==> config.mk <==
export PLATFORM = sky130hd
export DESIGN_NAME = bgc_graphics_top
export DESIGN_NICKNAME = d
export VERILOG_FILES = /design/src/logic/bgc_pkg.sv /design/src/logic/bgc_graphics_top.sv
export VERILOG_INCLUDE_DIRS = /design/src /design/src/logic
export SDC_FILE = /design/constraint.sdc
export NUM_CORES = 1
export LEC_CHECK = 0
export BUFFER_PORTS_ARGS = -buffer_cell sky130_fd_sc_hd__buf_2
export CAP_MARGIN = 20
export CORE_MARGIN = 2
export CORE_UTILIZATION = 55
export CTS_CLUSTER_SIZE = 20
export DETAILED_ROUTE_END_ITERATION = 10
export PLACE_DENSITY = 0.73
export SYNTH_ARGS = -nofsm -noshare
export SYNTH_HDL_FRONTEND = slang
export SYNTH_SLANG_ARGS = --single-unit
==> constraint.sdc <==
create_clock -name i_sys_clk -period 10.9 [get_ports i_sys_clk]
set_input_delay 1.09 -clock i_sys_clk [delete_from_list [all_inputs] [get_ports i_sys_clk]]
set_output_delay 1.09 -clock i_sys_clk [all_outputs]
set_load 0.005 [all_outputs]
==> src/logic/bgc_defs.svh <==
`ifndef BGC_DEFS_SVH
`define BGC_DEFS_SVH
// ============================================================
// Overview of operation
// - Middle mode: byte holds four 2-bit pixels, 320 by 192 screen.
// - Lowest mode: 4-bit pixels, sixteen values, halved vertical, 160 by 96.
// - Lowest mode offers two pages of half memory each; host edits hidden one.
// - Lowest mode: even lines page zero, odd page one, page bit forces line LSB.
// - Multi-bit modes map pixel through 16x8 table to DAC; three bits drive RGB.
// - Port group select decodes two address lines; host read sets buffer direction.
// - Write data held until next 4 MHz rising edge after strobes go high.
// - Port zero latches vertical coordinate, port one horizontal coordinate.
// - Latched coordinates reach memory only while host access window is open.
// - Port three access: row strobe, column switch on 4 MHz edge, then column strobe.
// - Port three write drives memory write low; read puts memory data on bus.
// - Columns 64 to 79 are remapped so 80x192 fits the 16K RAM.
// - Column counter steps per 500 ns byte, clears per line; line counter on line clock.
// - During refresh memory write line stays high; strobes from own timing chain.
// - Open control stops refresh and grants host unlimited memory access.
// - Table write: data from port zero, index in port two low bits, in field blank.
// - Host access only in line blank, field blank or open; port two reports them.
// - Highest mode shifts each byte out at 16 MHz as one-bit pixels.
// - Pixel shift runs 4 MHz in lowest mode, 8 MHz in middle mode.
// - In 80-column text mode the access window is delayed by two pixel clocks.
// - Field blank gated by upper line bits so lines 192 to 255 are text only.
// - DAC output register disabled in line blank, field blank and highest mode.
// ============================================================
`define BGC_PORT_VCOORD 2'h0
`define BGC_PORT_HCOORD 2'h1
`define BGC_PORT_CTRL 2'h2
`define BGC_PORT_PIXEL 2'h3
`define BGC_CTRL_TABLE_WRITE_STROBE 4
`define BGC_CTRL_OPEN_N 5
`define BGC_CTRL_PAGE 6
`define BGC_CTRL_RST 8'h30
`define BGC_STAT_LBLANK 0
`define BGC_STAT_FIELD_BLANK_GATED 1
`define BGC_STAT_OPEN 2
`define BGC_TEXT_ONLY_TOP 2'h3
`define BGC_SYS_MHZ 125
`define BGC_PIX_MHZ 16
`define BGC_PIX_DIV (`BGC_SYS_MHZ / `BGC_PIX_MHZ)
`define BGC_BYTE_NS 500
`define BGC_BYTE_TICKS (`BGC_BYTE_NS * `BGC_PIX_MHZ / 1000)
`define BGC_PH_COL 3'h4
`define BGC_PH_CAS 3'h5
`define BGC_PH_LOAD 3'h7
`define BGC_RGB_LO 5
`endif

==> src/logic/bgc_pkg.sv <==
package bgc_pkg;
  typedef enum logic [2:0] {BGC_IDLE, BGC_RROW, BGC_RCOL, BGC_RCAS,
                            BGC_HROW, BGC_HCOL, BGC_HCAS} bgc_state_e;
  typedef struct packed {
    logic sel_n;
    logic rd_n;
    logic wr_n;
    logic [1:0] addr;
    logic [7:0] data;
    logic line_clock;
    logic frame_reset;
    logic line_blank_n;
    logic field_blank_n;
    logic text80;
    logic one_bit_mode_enable;
    logic shift_rate_select;
    logic [7:0] mem_dq;
  } bgc_pins_s;
  typedef struct packed {
    bgc_pins_s s1;
    bgc_pins_s s2;
    logic [2:0] div;
    logic [2:0] phase;
    logic [1:0] win_dly;
    logic [7:0] vcoord;
    logic [7:0] hcoord;
    logic [7:0] ctrl;
    logic [7:0] hold;
    logic wr_act_d;
    logic pend;
    logic [1:0] pend_port;
    bgc_state_e st;
    logic [13:0] maddr;
    logic host_wr;
    logic acc_done;
    logic [7:0] rdata;
    logic [7:0] hdata;
    logic hoe;
    logic [6:0] col;
    logic [7:0] line;
    logic lclk_d;
    logic [7:0] shreg;
    logic [15:0][7:0] lut;
    logic [7:0] grey;
    logic mono;
  } bgc_regs_s;
endpackage

==> src/logic/bgc_graphics_top.sv <==
`timescale 1ns/10ps
`include "bgc_defs.svh"
module bgc_graphics_top #(
  parameter int PIX_DIV = `BGC_PIX_DIV
) (
  input wire logic i_sys_clk,
  input wire logic i_rst,
  input wire logic i_graphics_port_select_n,
  input wire logic i_host_rd_n,
  input wire logic i_host_wr_n,
  input wire logic [1:0] i_host_addr,
  input wire logic [7:0] i_host_data,
  output logic [7:0] o_host_data,
  output logic o_host_data_oe,
  input wire logic i_line_clock,
  input wire logic i_frame_reset,
  input wire logic i_line_blank_n,
  input wire logic i_field_blank_n,
  input wire logic i_text80,
  input wire logic i_one_bit_mode_enable,
  input wire logic i_shift_rate_select,
  output logic [6:0] o_mem_addr,
  output logic o_memory_row_strobe_n,
  output logic o_memory_column_strobe_n,
  output logic o_memory_read_write,
  input wire logic [7:0] i_mem_dq,
  output logic [7:0] o_mem_dq,
  output logic o_mem_dq_oe,
  output logic [7:0] o_grey_level_output,
  output logic [2:0] o_rgb,
  output logic o_mono_pixel,
  output bgc_pkg::bgc_state_e o_state
);
  import bgc_pkg::*;

  if (PIX_DIV < 2 || PIX_DIV > 8)
  begin : g_bad_div
    $error("PIX_DIV must lie between 2 and 8");
  end

  // ============================================================
  // Helpers
  // Columns 64..79 of every line go to a common top block of the RAM
  function automatic logic [13:0] bgc_map(input logic [7:0] ln, input logic [6:0] cl);
    logic [13:0] a;
    a = {ln, cl[5:0]};
    if (cl[6])
    begin
      a = {2'h3, ln, cl[3:0]};
    end
    return a;
  endfunction

  function automatic logic bgc_is_col(input bgc_state_e s);
    return (s == BGC_RCOL) || (s == BGC_RCAS) || (s == BGC_HCOL) || (s == BGC_HCAS);
  endfunction

  // ============================================================
  // State
  bgc_regs_s r_r;
  bgc_regs_s r_nxt;
  bgc_pins_s pins;
  bgc_pins_s p;
  logic sel;
  logic wr;
  logic rd;
  logic port3;
  logic pix_tick;
  logic t4;
  logic t8;
  logic lbl;
  logic fbg;
  logic open_w;
  logic win_raw;
  logic win;
  logic blank;
  logic low_mode;
  logic commit;
  logic lut_we;
  logic ref_load;
  logic [3:0] pix_idx;
  logic [7:0] ref_line;

  assign pins = '{sel_n: i_graphics_port_select_n, rd_n: i_host_rd_n, wr_n: i_host_wr_n,
                  addr: i_host_addr, data: i_host_data, line_clock: i_line_clock,
                  frame_reset: i_frame_reset, line_blank_n: i_line_blank_n,
                  field_blank_n: i_field_blank_n, text80: i_text80,
                  one_bit_mode_enable: i_one_bit_mode_enable,
                  shift_rate_select: i_shift_rate_select, mem_dq: i_mem_dq};

  always_comb
  begin
    r_nxt = r_r;
    // First stage is read only by the second
    r_nxt.s1 = pins;
    r_nxt.s2 = r_r.s1;
    p = r_r.s2;
    sel = !p.sel_n;
    wr = sel && !p.wr_n;
    rd = sel && !p.rd_n;
    port3 = sel && (p.addr == `BGC_PORT_PIXEL) && (wr || rd);
    low_mode = !p.one_bit_mode_enable && !p.shift_rate_select;

    // Pixel clock divider; 4 and 8 MHz are phases of it
    pix_tick = (r_r.div == 3'(PIX_DIV - 1));
    r_nxt.div = pix_tick ? 3'h0 : r_r.div + 3'h1;
    if (pix_tick)
    begin
      r_nxt.phase = r_r.phase + 3'h1;
    end
    t4 = pix_tick && (r_r.phase[1:0] == 2'h3);
    t8 = pix_tick && r_r.phase[0];

    // Access window and blanking
    lbl = !p.line_blank_n;
    fbg = !p.field_blank_n || (r_r.line[7:6] == `BGC_TEXT_ONLY_TOP);
    open_w = !r_r.ctrl[`BGC_CTRL_OPEN_N];
    win_raw = lbl || fbg || open_w;
    if (pix_tick)
    begin
      r_nxt.win_dly = {r_r.win_dly[0], win_raw};
    end
    win = p.text80 ? r_r.win_dly[1] : win_raw;

    // Host write: capture while strobe low, commit on the 4 MHz edge after it ends
    r_nxt.wr_act_d = wr;
    if (wr)
    begin
      r_nxt.hold = p.data;
      r_nxt.pend_port = p.addr;
    end
    if (r_r.wr_act_d && !wr)
    begin
      r_nxt.pend = 1'b1;
    end
    commit = r_r.pend && t4;
    lut_we = 1'b0;
    if (commit)
    begin
      r_nxt.pend = 1'b0;
      case (r_r.pend_port)
        `BGC_PORT_VCOORD: r_nxt.vcoord = r_r.hold;
        `BGC_PORT_HCOORD: r_nxt.hcoord = r_r.hold;
        `BGC_PORT_CTRL:
        begin
          r_nxt.ctrl = r_r.hold;
          // Table write control acts on its return high, only in field blank
          lut_we = fbg && !r_r.ctrl[`BGC_CTRL_TABLE_WRITE_STROBE] && r_r.hold[`BGC_CTRL_TABLE_WRITE_STROBE];
        end
        default: r_nxt.pend = 1'b0;
      endcase
    end
    if (lut_we)
    begin
      r_nxt.lut[r_r.ctrl[3:0]] = r_r.vcoord;
    end

    // Host read data, registered; direction follows the read strobe
    r_nxt.hoe = rd;
    case (p.addr)
      `BGC_PORT_CTRL: r_nxt.hdata = {5'h00, open_w, fbg, lbl};
      `BGC_PORT_PIXEL: r_nxt.hdata = r_r.rdata;
      default: r_nxt.hdata = 8'h00;
    endcase

    // Line counter follows the main-board line clock
    r_nxt.lclk_d = p.line_clock;
    if (p.frame_reset)
    begin
      r_nxt.line = 8'h00;
    end
    else if (p.line_clock && !r_r.lclk_d)
    begin
      r_nxt.line = r_r.line + 8'h01;
    end
    if (win)
    begin
      r_nxt.col = 7'h00;
    end

    // Lowest mode: page bit replaces line LSB, so each memory line shows twice
    ref_line = low_mode ? {r_r.line[7:1], r_r.ctrl[`BGC_CTRL_PAGE]} : r_r.line;

    // Memory cycle sequencer
    if (!port3)
    begin
      r_nxt.acc_done = 1'b0;
    end
    ref_load = 1'b0;
    case (r_r.st)
      BGC_IDLE:
      begin
        if (port3 && win && !r_r.acc_done)
        begin
          r_nxt.st = BGC_HROW;
          r_nxt.maddr = bgc_map(r_r.vcoord, r_r.hcoord[6:0]);
          r_nxt.host_wr = wr;
          r_nxt.acc_done = 1'b1;
        end
        else if (!win && (r_r.phase == 3'h0))
        begin
          // Open window also stops refresh; host then owns DRAM refresh
          r_nxt.st = BGC_RROW;
          r_nxt.maddr = bgc_map(ref_line, r_r.col);
        end
      end
      BGC_RROW: if (pix_tick && (r_r.phase == `BGC_PH_COL - 3'h1)) r_nxt.st = BGC_RCOL;
      BGC_RCOL: if (pix_tick) r_nxt.st = BGC_RCAS;
      BGC_RCAS:
      begin
        if (pix_tick && (r_r.phase == `BGC_PH_LOAD))
        begin
          ref_load = 1'b1;
          r_nxt.st = BGC_IDLE;
          r_nxt.col = r_r.col + 7'h01;
        end
      end
      BGC_HROW: if (t4) r_nxt.st = BGC_HCOL;
      // One pixel tick of settling before the column strobe
      BGC_HCOL: if (pix_tick) r_nxt.st = BGC_HCAS;
      BGC_HCAS:
      begin
        if (!r_r.host_wr)
        begin
          r_nxt.rdata = p.mem_dq;
        end
        if (!port3)
        begin
          r_nxt.st = BGC_IDLE;
        end
      end
      default: r_nxt.st = BGC_IDLE;
    endcase

    // Pixel extraction; middle mode leaves junk in the lower index bits
    if (ref_load)
    begin
      r_nxt.shreg = p.mem_dq;
    end
    else if (p.one_bit_mode_enable)
    begin
      if (pix_tick) r_nxt.shreg = {r_r.shreg[6:0], 1'b0};
    end
    else if (p.shift_rate_select)
    begin
      if (t8) r_nxt.shreg = {r_r.shreg[5:0], 2'h0};
    end
    else if (t4)
    begin
      r_nxt.shreg = {r_r.shreg[3:0], 4'h0};
    end

    pix_idx = fbg ? r_r.ctrl[3:0] : r_r.shreg[7:4];
    blank = lbl || fbg || p.one_bit_mode_enable;
    r_nxt.grey = blank ? 8'h00 : r_r.lut[pix_idx];
    r_nxt.mono = p.one_bit_mode_enable && !lbl && !fbg && r_r.shreg[7];
  end

  always_ff @(posedge i_sys_clk or posedge i_rst)
  begin
    if (i_rst)
    begin
      r_r <= '0;
      r_r.ctrl <= `BGC_CTRL_RST;
      r_r.st <= BGC_IDLE;
    end
    else
    begin
      r_r <= r_nxt;
    end
  end

  // ============================================================
  // Outputs
  assign o_host_data = r_r.hdata;
  assign o_host_data_oe = r_r.hoe;
  assign o_mem_addr = bgc_is_col(r_r.st) ? r_r.maddr[13:7] : r_r.maddr[6:0];
  assign o_memory_row_strobe_n = (r_r.st == BGC_IDLE);
  assign o_memory_column_strobe_n = !((r_r.st == BGC_RCAS) || (r_r.st == BGC_HCAS));
  assign o_memory_read_write = !((r_r.st == BGC_HCAS) && r_r.host_wr);
  assign o_mem_dq = r_r.hold;
  assign o_mem_dq_oe = (r_r.st == BGC_HCAS) && r_r.host_wr;
  assign o_grey_level_output = r_r.grey;
  assign o_rgb = r_r.grey[`BGC_RGB_LO +: 3];
  assign o_mono_pixel = r_r.mono;
  assign o_state = r_r.st;
endmodule

[After elaboration in Yosys (flattened, before gate mapping)]
Cells that the tools add are included.
Word-level totals
  bits of input ports: 30
  flip-flop bits (word level): 295
  output and inout port bits: 43
  logic and storage cells: 202
Cells by class
  muxes and demuxes: 43
  add/sub/neg operators: 4
  reduce and logical (&&, ||, !) cells: 62
  bitwise logic cells: 1
  equality and inequality tests: 24
  order comparisons: 3
Operators with widths (number)
  $bwmux 128: 1
  $mux 8: 11
  $mux 17: 2
  $bmux 8 s4: 1
  $demux 8 s4: 1
  $mux 14: 2
  $mux 7: 4
  $logic_and 1x1->1: 22
  $mux 3: 7
  $pmux 3 s7: 1
  $logic_not 1->1: 16
  $pmux 8 s2: 1
  $eq 3x3->1 const B: 5
  $ne 2x2->1 const B: 6
  $reduce_and 2->1: 6
  $mux 1: 11
  $eq 2x2->1 const B: 5
  $lt 4x5->1 const B: 2
  $eq 3x2->1 const B: 3
  $logic_or 1x1->1: 9
  $add 8x1->8 const B: 1
  $add 7x1->7 const B: 1
  $reduce_and 7->1: 1
  $add 3x1->3 const B: 2
  other kinds (12): 16

[Logic depth before layout (Yosys ltp)]
Gate-level depths: netlist of run 1.
  depth after elaboration: 10
  gate-level depth with buffers: 9
  gate-level depth less buffers: 8

[Worst setup path before layout of run 1]
OpenSTA, ideal clock, no wires.
  kind: reg2out
  start: register r_r (netlist bit o_state[2])
  end: output port o_mem_addr[0]
  required time: 9.810 ns
  path slack: 8.210 ns
  path buffers: 1
  arrival time: 1.600 ns
  cell stages (with the launch flop): 5
  path through: dfrtp_1 > clkbuf_1 > nand2_1 > xor2_1 > mux2_2
Between the ends
  word-level cells in the longest chain between the ends: 5
  elaborated cells on any way between the ends: 8
  those cells by class: 4 x eq/ne; 1 x mux; 3 x reduce/logical
Ends and longest elaborated chain
  start, declared: RTL line bgc_graphics_top.sv:60  | bgc_regs_s r_r;
  start signal, assigned: RTL line bgc_graphics_top.sv:269  | r_r <= r_nxt;
  $eq 3x2->1: RTL line bgc_graphics_top.sv:55  | return (s == BGC_RCOL) || (s == BGC_RCAS) || (s == BGC_HCOL) || (s == BGC_HCAS);
  $logic_or 1x1->1 (2 in series): RTL line bgc_graphics_top.sv:55
  $logic_or 1x1->1 *: RTL line bgc_graphics_top.sv:55
  $mux 7 *: RTL line bgc_graphics_top.sv:277  | assign o_mem_addr = bgc_is_col(r_r.st) ? r_r.maddr[13:7] : r_r.maddr[6:0];
  end, declared: RTL line bgc_graphics_top.sv:22  | output logic [6:0] o_mem_addr,
Every way passes the cells marked *; elsewhere a longest branch is shown, timed or not.

[Worst setup path in the final report of run 1]
  start: register r_r (netlist bit o_state[2])
  end: output port o_mem_addr[2]
The elaborated chain is that of the path after synthesis.

==> key figures, run 1 <==
Route
  – DRC Markers: 0
  – Vias per Instance: 5.81
  – DRT Wirelength: 26500 microns
  – Detailed Route Iter0 Violations: 510
  – Avg WL per Cell: 19.5 microns
  – Post-DRT Antenna Nets: 0
  – Vias: 7879
  – Drt first pass iters: 4

Synth
  – Seq/Total Area, Yosys: 57.7%
  – Syn. warnings: 0
  – Mapped Cells: 1033
  – Syn avg cell area: 12.4 sq um
  – Async set or reset register ratio after synthesis: 100%
  – Predominant post-synthesis flop cell: dfrtp_1
  – Distinct cells, synth: 61
  – Post-synth EDFFs: 0
  – Seq cells post-synth: 295
  – Post-Syn Nets: 1069
  – Netlist Area Pre-Place: 12800 sq um

Clock network
  – Clock Tree Buf Depth: 3
  – Clock transition at the registers of the reported paths: 0.06 ns
  – Total clock sinks: 295
  – H-Tree Depth: 1
  – Clk_lat worst skew: 0.55 ns
  – CTS tree: yes
  – Root Buffer: clkbuf_16
  – PostCTS Resize Cnt: 0
  – Hold-fix buffers at CTS: 0
  – Cts bufs inserted: 29
  – Post-CTS setup buffers: 0

Layout
  – Area Growth Syn to Fin: 9.73%
  – Final cell utilization of the core: 61.8%
  – # nets final: 1087
  – Most frequent cells in the layout: 293 x dfrtp_1, 182 x mux2_2, 88 x nand2_1
  – Commonest non-fill, non-tap cell in the layout: dfrtp_1
  – Inserted Diodes: 0
  – Layout cells sized above 1: 31.2%
  – Fillers: 1760

Global routing
  – Total grt overflow: 0
  – Largest net degree at the start of global routing: 190
  – Total track usage: 22.5%
  – Vias in the first global route: 7734
  – First-pass GRT wire length: 43100 microns
  – Antenna violations before repair: 0

Pwr
  – Combinational Power Share: 8.1%
  – Seq pwr share: 51.7%
  – PwrDens: 168 nW/um^2
  – Switching pwr: 587 uW
  – Worst VDD drop: 144 uV
  – Clock power frac: 40.3%
  – Pint: 1.77 mW
  – Sw frac: 24.9%
  – Leakage power: 6.75 nW

Placement
  – PortBufs: 72
  – Dpl hpwl: 16800 microns
  – Placer congestion estimate: 0.839
  – DP Worst Slack: 7.90 ns

Die
  – Die Wd: 157 microns
  – Starting Density: 56.3%
  – Core ar.: 22700 sq um
  – Rows: 55
  – Die area: 24500 sq um
  – Die Span Y: 157 microns
  – Io pins: 73

Setup path
  – WP data arrival: 2.42 ns
  – WP buf/inv: 1
  – Startpoint types: flip-flop
  – Largest delay contributor family on the critical path: XOR/XNOR gates
  – Max incr delay on CP: 0.63 ns
  – Slowest cell on crit path: xor2_1
  – Largest fanout on the critical path: 15
  – Setup CP Type: reg2out
  – Crit-path cells: nand2_1 -> xor2_1 -> mux2_2 -> buf_2
  – CP Capture Type: output port
  – Critical path required time: 9.81 ns

Timing
  – Crit share post-route: 32.2%
  – Setup TNS: 0 ns
  – Worst slew pin tran: 1.05 ns
  – Final setup margin: 7.39 ns
  – Min Tclk post-route: 3.51 ns
  – Final Hold Fails: 0
  – Number of endpoints failing setup at the final stage: 0
  – Max frequency: 285 MHz
  – Headroom to the max-slew limit: 30.0%
  – Final slew viol count: 0
  – RSZ-0062 raised after global routing: no
  – Skew final: 0.0128 ns

Run status
  – Status: completed

Flow run
  – Number of max-cap violations: 0

Worst hold path
  – Worst min path class: reg2reg
per-layer routing:
metal / GRT usage (%) / up-vias / wire length (microns)
met3: 3.85 / 51 / 1290
met5: 0 / - / 0
met4: 6.33 / 0 / 684
met2: 33.9 / 180 / 12000
li1: - / 3636 / -
met1: 33.8 / 4012 / 12600
stage by stage:
stage          hold WS, ns  power (mW)  area (sq um)  std cells
6_report             0.344        2.36         14000       1357
5_1_grt              0.353        2.46         14000       1357
4_1_cts              0.344        2.38         14000       1356
3_5_place_dp         0.335        1.43         13100       1304
3_3_place_gp         0.332        1.43         13100       1303
2_1_floorplan        0.331        1.36         12800       1033
registers in the layout (all words and copies together) (netlist names):
| register | cells |
|---|---|
| o_host_data | 8 |
| o_mono_pixel | 1 |
| r_r | 210 |
| o_state | 3 |
| o_grey_level_output | 8 |
| o_host_data_oe | 1 |
| p | 28 |
| o_mem_dq | 8 |
| r_nxt | 28 |
power by group through the flow:
stage                     logic (mW)  clock network, mW  registers [mW]
final                          0.190              0.951            1.22
after global routing           0.214               1.02            1.23
after CTS                      0.194              0.970            1.22
after detailed placement       0.193                  0            1.24
after global placement         0.189                  0            1.24
after floorplan                0.176                  0            1.19
cell type report:
class | instances | area, sq um | share of cell area (%)
timing repair buffer | 82 | 455 | 3.24
inverter | 16 | 67.6 | 0.481
multi-input combinational | 627 | 4860 | 34.6
clock buffer | 45 | 876 | 6.24
sequential | 295 | 7380 | 52.6
tap | 285 | 357 | 2.54
clock inverter | 7 | 38.8 | 0.276
worst paths after layout:
check / start / endpoint / slack (ns) / depth (start not counted)
worst max register to register: r_r[152] / o_grey_level_output[2] / 8.01 / 7
max in group asynchronous: i_rst / p[14] / 8.78 / 3
min in group asynchronous: i_rst / r_r[133] / 0.66 / 2
worst min register to register: r_nxt[266] / p[25] / 0.34 / 0
worst max-delay path: o_state[2] / o_mem_addr[2] / 7.39 / 4
worst min-delay path: r_nxt[266] / p[25] / 0.34 / 0
Yosys cell counts, drive strengths merged (7+ instances only):
library cell | instances | share of area [%]
dfrtp | 293 | 57
mux2 | 183 | 16
nand2 | 88 | 2.6
buf | 59 | 3.0
nor2 | 51 | 1.7
mux2i | 45 | 3.5
a21oi | 42 | 1.6
a211oi | 37 | 2.2
clkbuf | 36 | 1.1
o21ai | 30 | 1.2
nand3 | 20 | 0.78
and2 | 19 | 0.93
inv | 16 | 0.47
nor2b | 16 | 0.78
and3 | 9 | 0.44
a32oi | 8 | 0.55
a311o | 7 | 0.55
nand2b | 7 | 0.34
logic make-up (layout without fill, tap and decap cells):
family,count (synthesis),count (layout),synth area share (%)
AND/OR/NAND/NOR,236,236,9.23
flip-flops,295,295,57.7
adder cells (fa/ha/maj),6,6,0.587
multiplexers,228,228,19.7
XOR/XNOR,9,9,0.616
buffers and inverters,111,150,4.53
AO/OA/AOI/OAI,148,148,7.64
Note: power is estimated with default switching activity, not from simulation.
==> inputs of run 2 (changes only) <==
ABC_AREA = 1   (was unset)
PLACE_DENSITY = 0.76   (was 0.73)
clock period = 2.9 ns   (was 10.9 ns; I/O delays follow)
==> key figures, run 2 <==
Run status
  – Status: completed

Setup path
  – Startpoint types: flip-flop
  – Critical path required time: 2.61 ns
  – Setup CP Type: reg2out
  – WP data arrival: 2.38 ns
  – CP Capture Type: output port
  – Largest fanout on the critical path: 7

Die
  – Rows: 56
  – Die Wd: 157 microns
  – Die Span Y: 157 microns
  – Die area: 24700 sq um
  – Io pins: 73
  – Starting Density: 55.5%
  – Core ar.: 23300 sq um

Layout
  – Inserted Diodes: 0
  – Max FFs per register: 210
  – Most frequent cells in the layout: 418 x nand2_1, 293 x dfrtp_1, 139 x o21ai_0
  – Commonest non-fill, non-tap cell in the layout: nand2_1
  – Top reg by flops: r_r
  – Final cell utilization of the core: 62.3%
  – Layout cells sized above 1: 11.7%
  – Final non-filler cell area: 14500 sq um
  – Final cell count without fillers: 1852
  – Area Growth Syn to Fin: 12.3%
  – # nets final: 1547

Synth
  – Area leader, netlist: dfrtp_1
  – Top-area cell type share of the netlist area: 56.8%
  – Netlist Area Pre-Place: 12900 sq um
  – Seq cells post-synth: 295
  – Mapped Cells: 1455
  – Post-synth EDFFs: 0
  – Distinct cells, synth: 36
  – Syn avg cell area: 8.87 sq um
  – Predominant post-synthesis flop cell: dfrtp_1
  – Most frequent cell after synthesis: nand2_1
  – Synth area leaders: dfrtp_1 57%, nand2_1 12%, o21ai_0 5.4%
  – Syn. warnings: 0
  – Async set or reset register ratio after synthesis: 100%
  – Synth cell count leaders: 418 x nand2_1, 293 x dfrtp_1, 139 x o21ai_0
  – Seq/Total Area, Yosys: 57.2%
  – Post-Syn Nets: 1491

Route
  – Avg WL per Cell: 16.0 microns
  – DRC Markers: 0
  – Drt first pass iters: 5
  – Detailed Route Iter0 Violations: 861
  – Vias per Instance: 5.34
  – Vias: 9885
  – Post-DRT Antenna Nets: 0
  – DRT Wirelength: 29600 microns

Timing
  – Max frequency: 374 MHz
  – Worst slew pin tran: 0.997 ns
  – Final slew viol count: 0
  – Final setup margin: 0.227 ns
  – Setup TNS: 0 ns
  – Number of endpoints failing setup at the final stage: 0
  – RSZ-0062 raised after global routing: no
  – Skew final: 0.00773 ns
  – Final Hold Fails: 0
  – Hold_ws: 0.341 ns
  – Headroom to the max-slew limit: 33.6%
  – Crit share post-route: 92.2%
  – Min Tclk post-route: 2.67 ns

Clock network
  – Cts bufs inserted: 30
  – PostCTS Resize Cnt: 0
  – Clk_lat worst skew: 0.56 ns
  – H-Tree Depth: 1
  – CTS tree: yes
  – Clock Tree Buf Depth: 3
  – Clock transition at the registers of the reported paths: 0.06 ns
  – Total clock sinks: 295
  – Root Buffer: clkbuf_16

Placement
  – DP Worst Slack: 0.538 ns
  – Placed cell areas: 13300 sq um
  – Placer congestion estimate: 0.852
  – Dpl hpwl: 19200 microns
  – Inst Count DP: 1769
  – PortBufs: 72

Global routing
  – Largest net degree at the start of global routing: 68
  – Total track usage: 25.0%
  – Antenna violations before repair: 0
  – Total grt overflow: 0
  – Vias in the first global route: 9511
  – First-pass GRT wire length: 49000 microns

Flow run
  – Number of max-cap violations: 0

Pwr
  – PwrDens: 673 nW/um^2
  – Worst VDD drop: 711 uV
  – Leakage power: 6.75 nW
  – Overall power: 9.76 mW

Worst hold path
  – Worst min path class: reg2reg
==> run 2: logic make-up after synthesis <==
family	Yosys count	share of synthesized area (%)
xor gates and xnor gates	4	0.271
DFF	295	57.2
buffers and inverters	198	7.99
muxes	8	0.698
AOI/OAI and AO/OA	278	11.4
and+or+nand+nor	666	21.9
adders and majority gates	6	0.581
==> run 2: cell type report <==
| type | count | area, sq um |
|---|---|---|
| sequential | 295 | 7380 |
| timing repair buffer | 118 | 866 |
| multi-input combinational | 962 | 4500 |
| clock inverter | 8 | 78.8 |
| tap | 319 | 399 |
| inverter | 104 | 394 |
| fill | 1997 | 8770 |
| clock buffer | 46 | 871 |
==> run 2: routing by layer <==
| metal | global-route usage, % | vias to the layer above | share of wire [%] |
|---|---|---|---|
| met5 | 0 | - | 0 |
| met4 | 8.35 | 0 | 3.3 |
| met3 | 3.33 | 55 | 5.2 |
| met2 | 39.7 | 329 | 46 |
| met1 | 35.8 | 4704 | 45 |
| li1 | - | 4797 | - |
==> run 2: power breakdown <==
group / switching (mW) / total, mW / internal [mW]
logic: 0.922 / 1.47 / 0.551
registers: 0.184 / 4.60 / 4.41
clock network: 1.54 / 3.69 / 2.15
==> run 2: worst max-delay path: stages (launching register included) <==
cell,delay (ns)
dfrtp_1,0.41
inv_1,0.13
nor2_1,0.10
inv_1,0.06
nor2_1,0.21
inv_1,0.09
nand2_1,0.31
mux2_2,0.39
buf_2,0.13
==> run 2: repair_timing <==
item,4_1_cts,5_1_grt
hold buffers,29,0
endpoints found under the hold margin,57,0
setup buffers,0,0
==> run 2: final timing paths <==
check                           slack (ns)  cells after the start        from                     end
max in group asynchronous             1.54                      4       i_rst                r_r[213]
worst max register to register        0.49                      9    r_r[152]  o_grey_level_output[2]
worst min-delay path                  0.34                      0  r_nxt[248]                    p[7]
min in group asynchronous             0.49                      3       i_rst          o_host_data[6]
worst min register to register        0.34                      0  r_nxt[248]                    p[7]
worst max-delay path                  0.23                      8  o_state[1]           o_mem_addr[5]
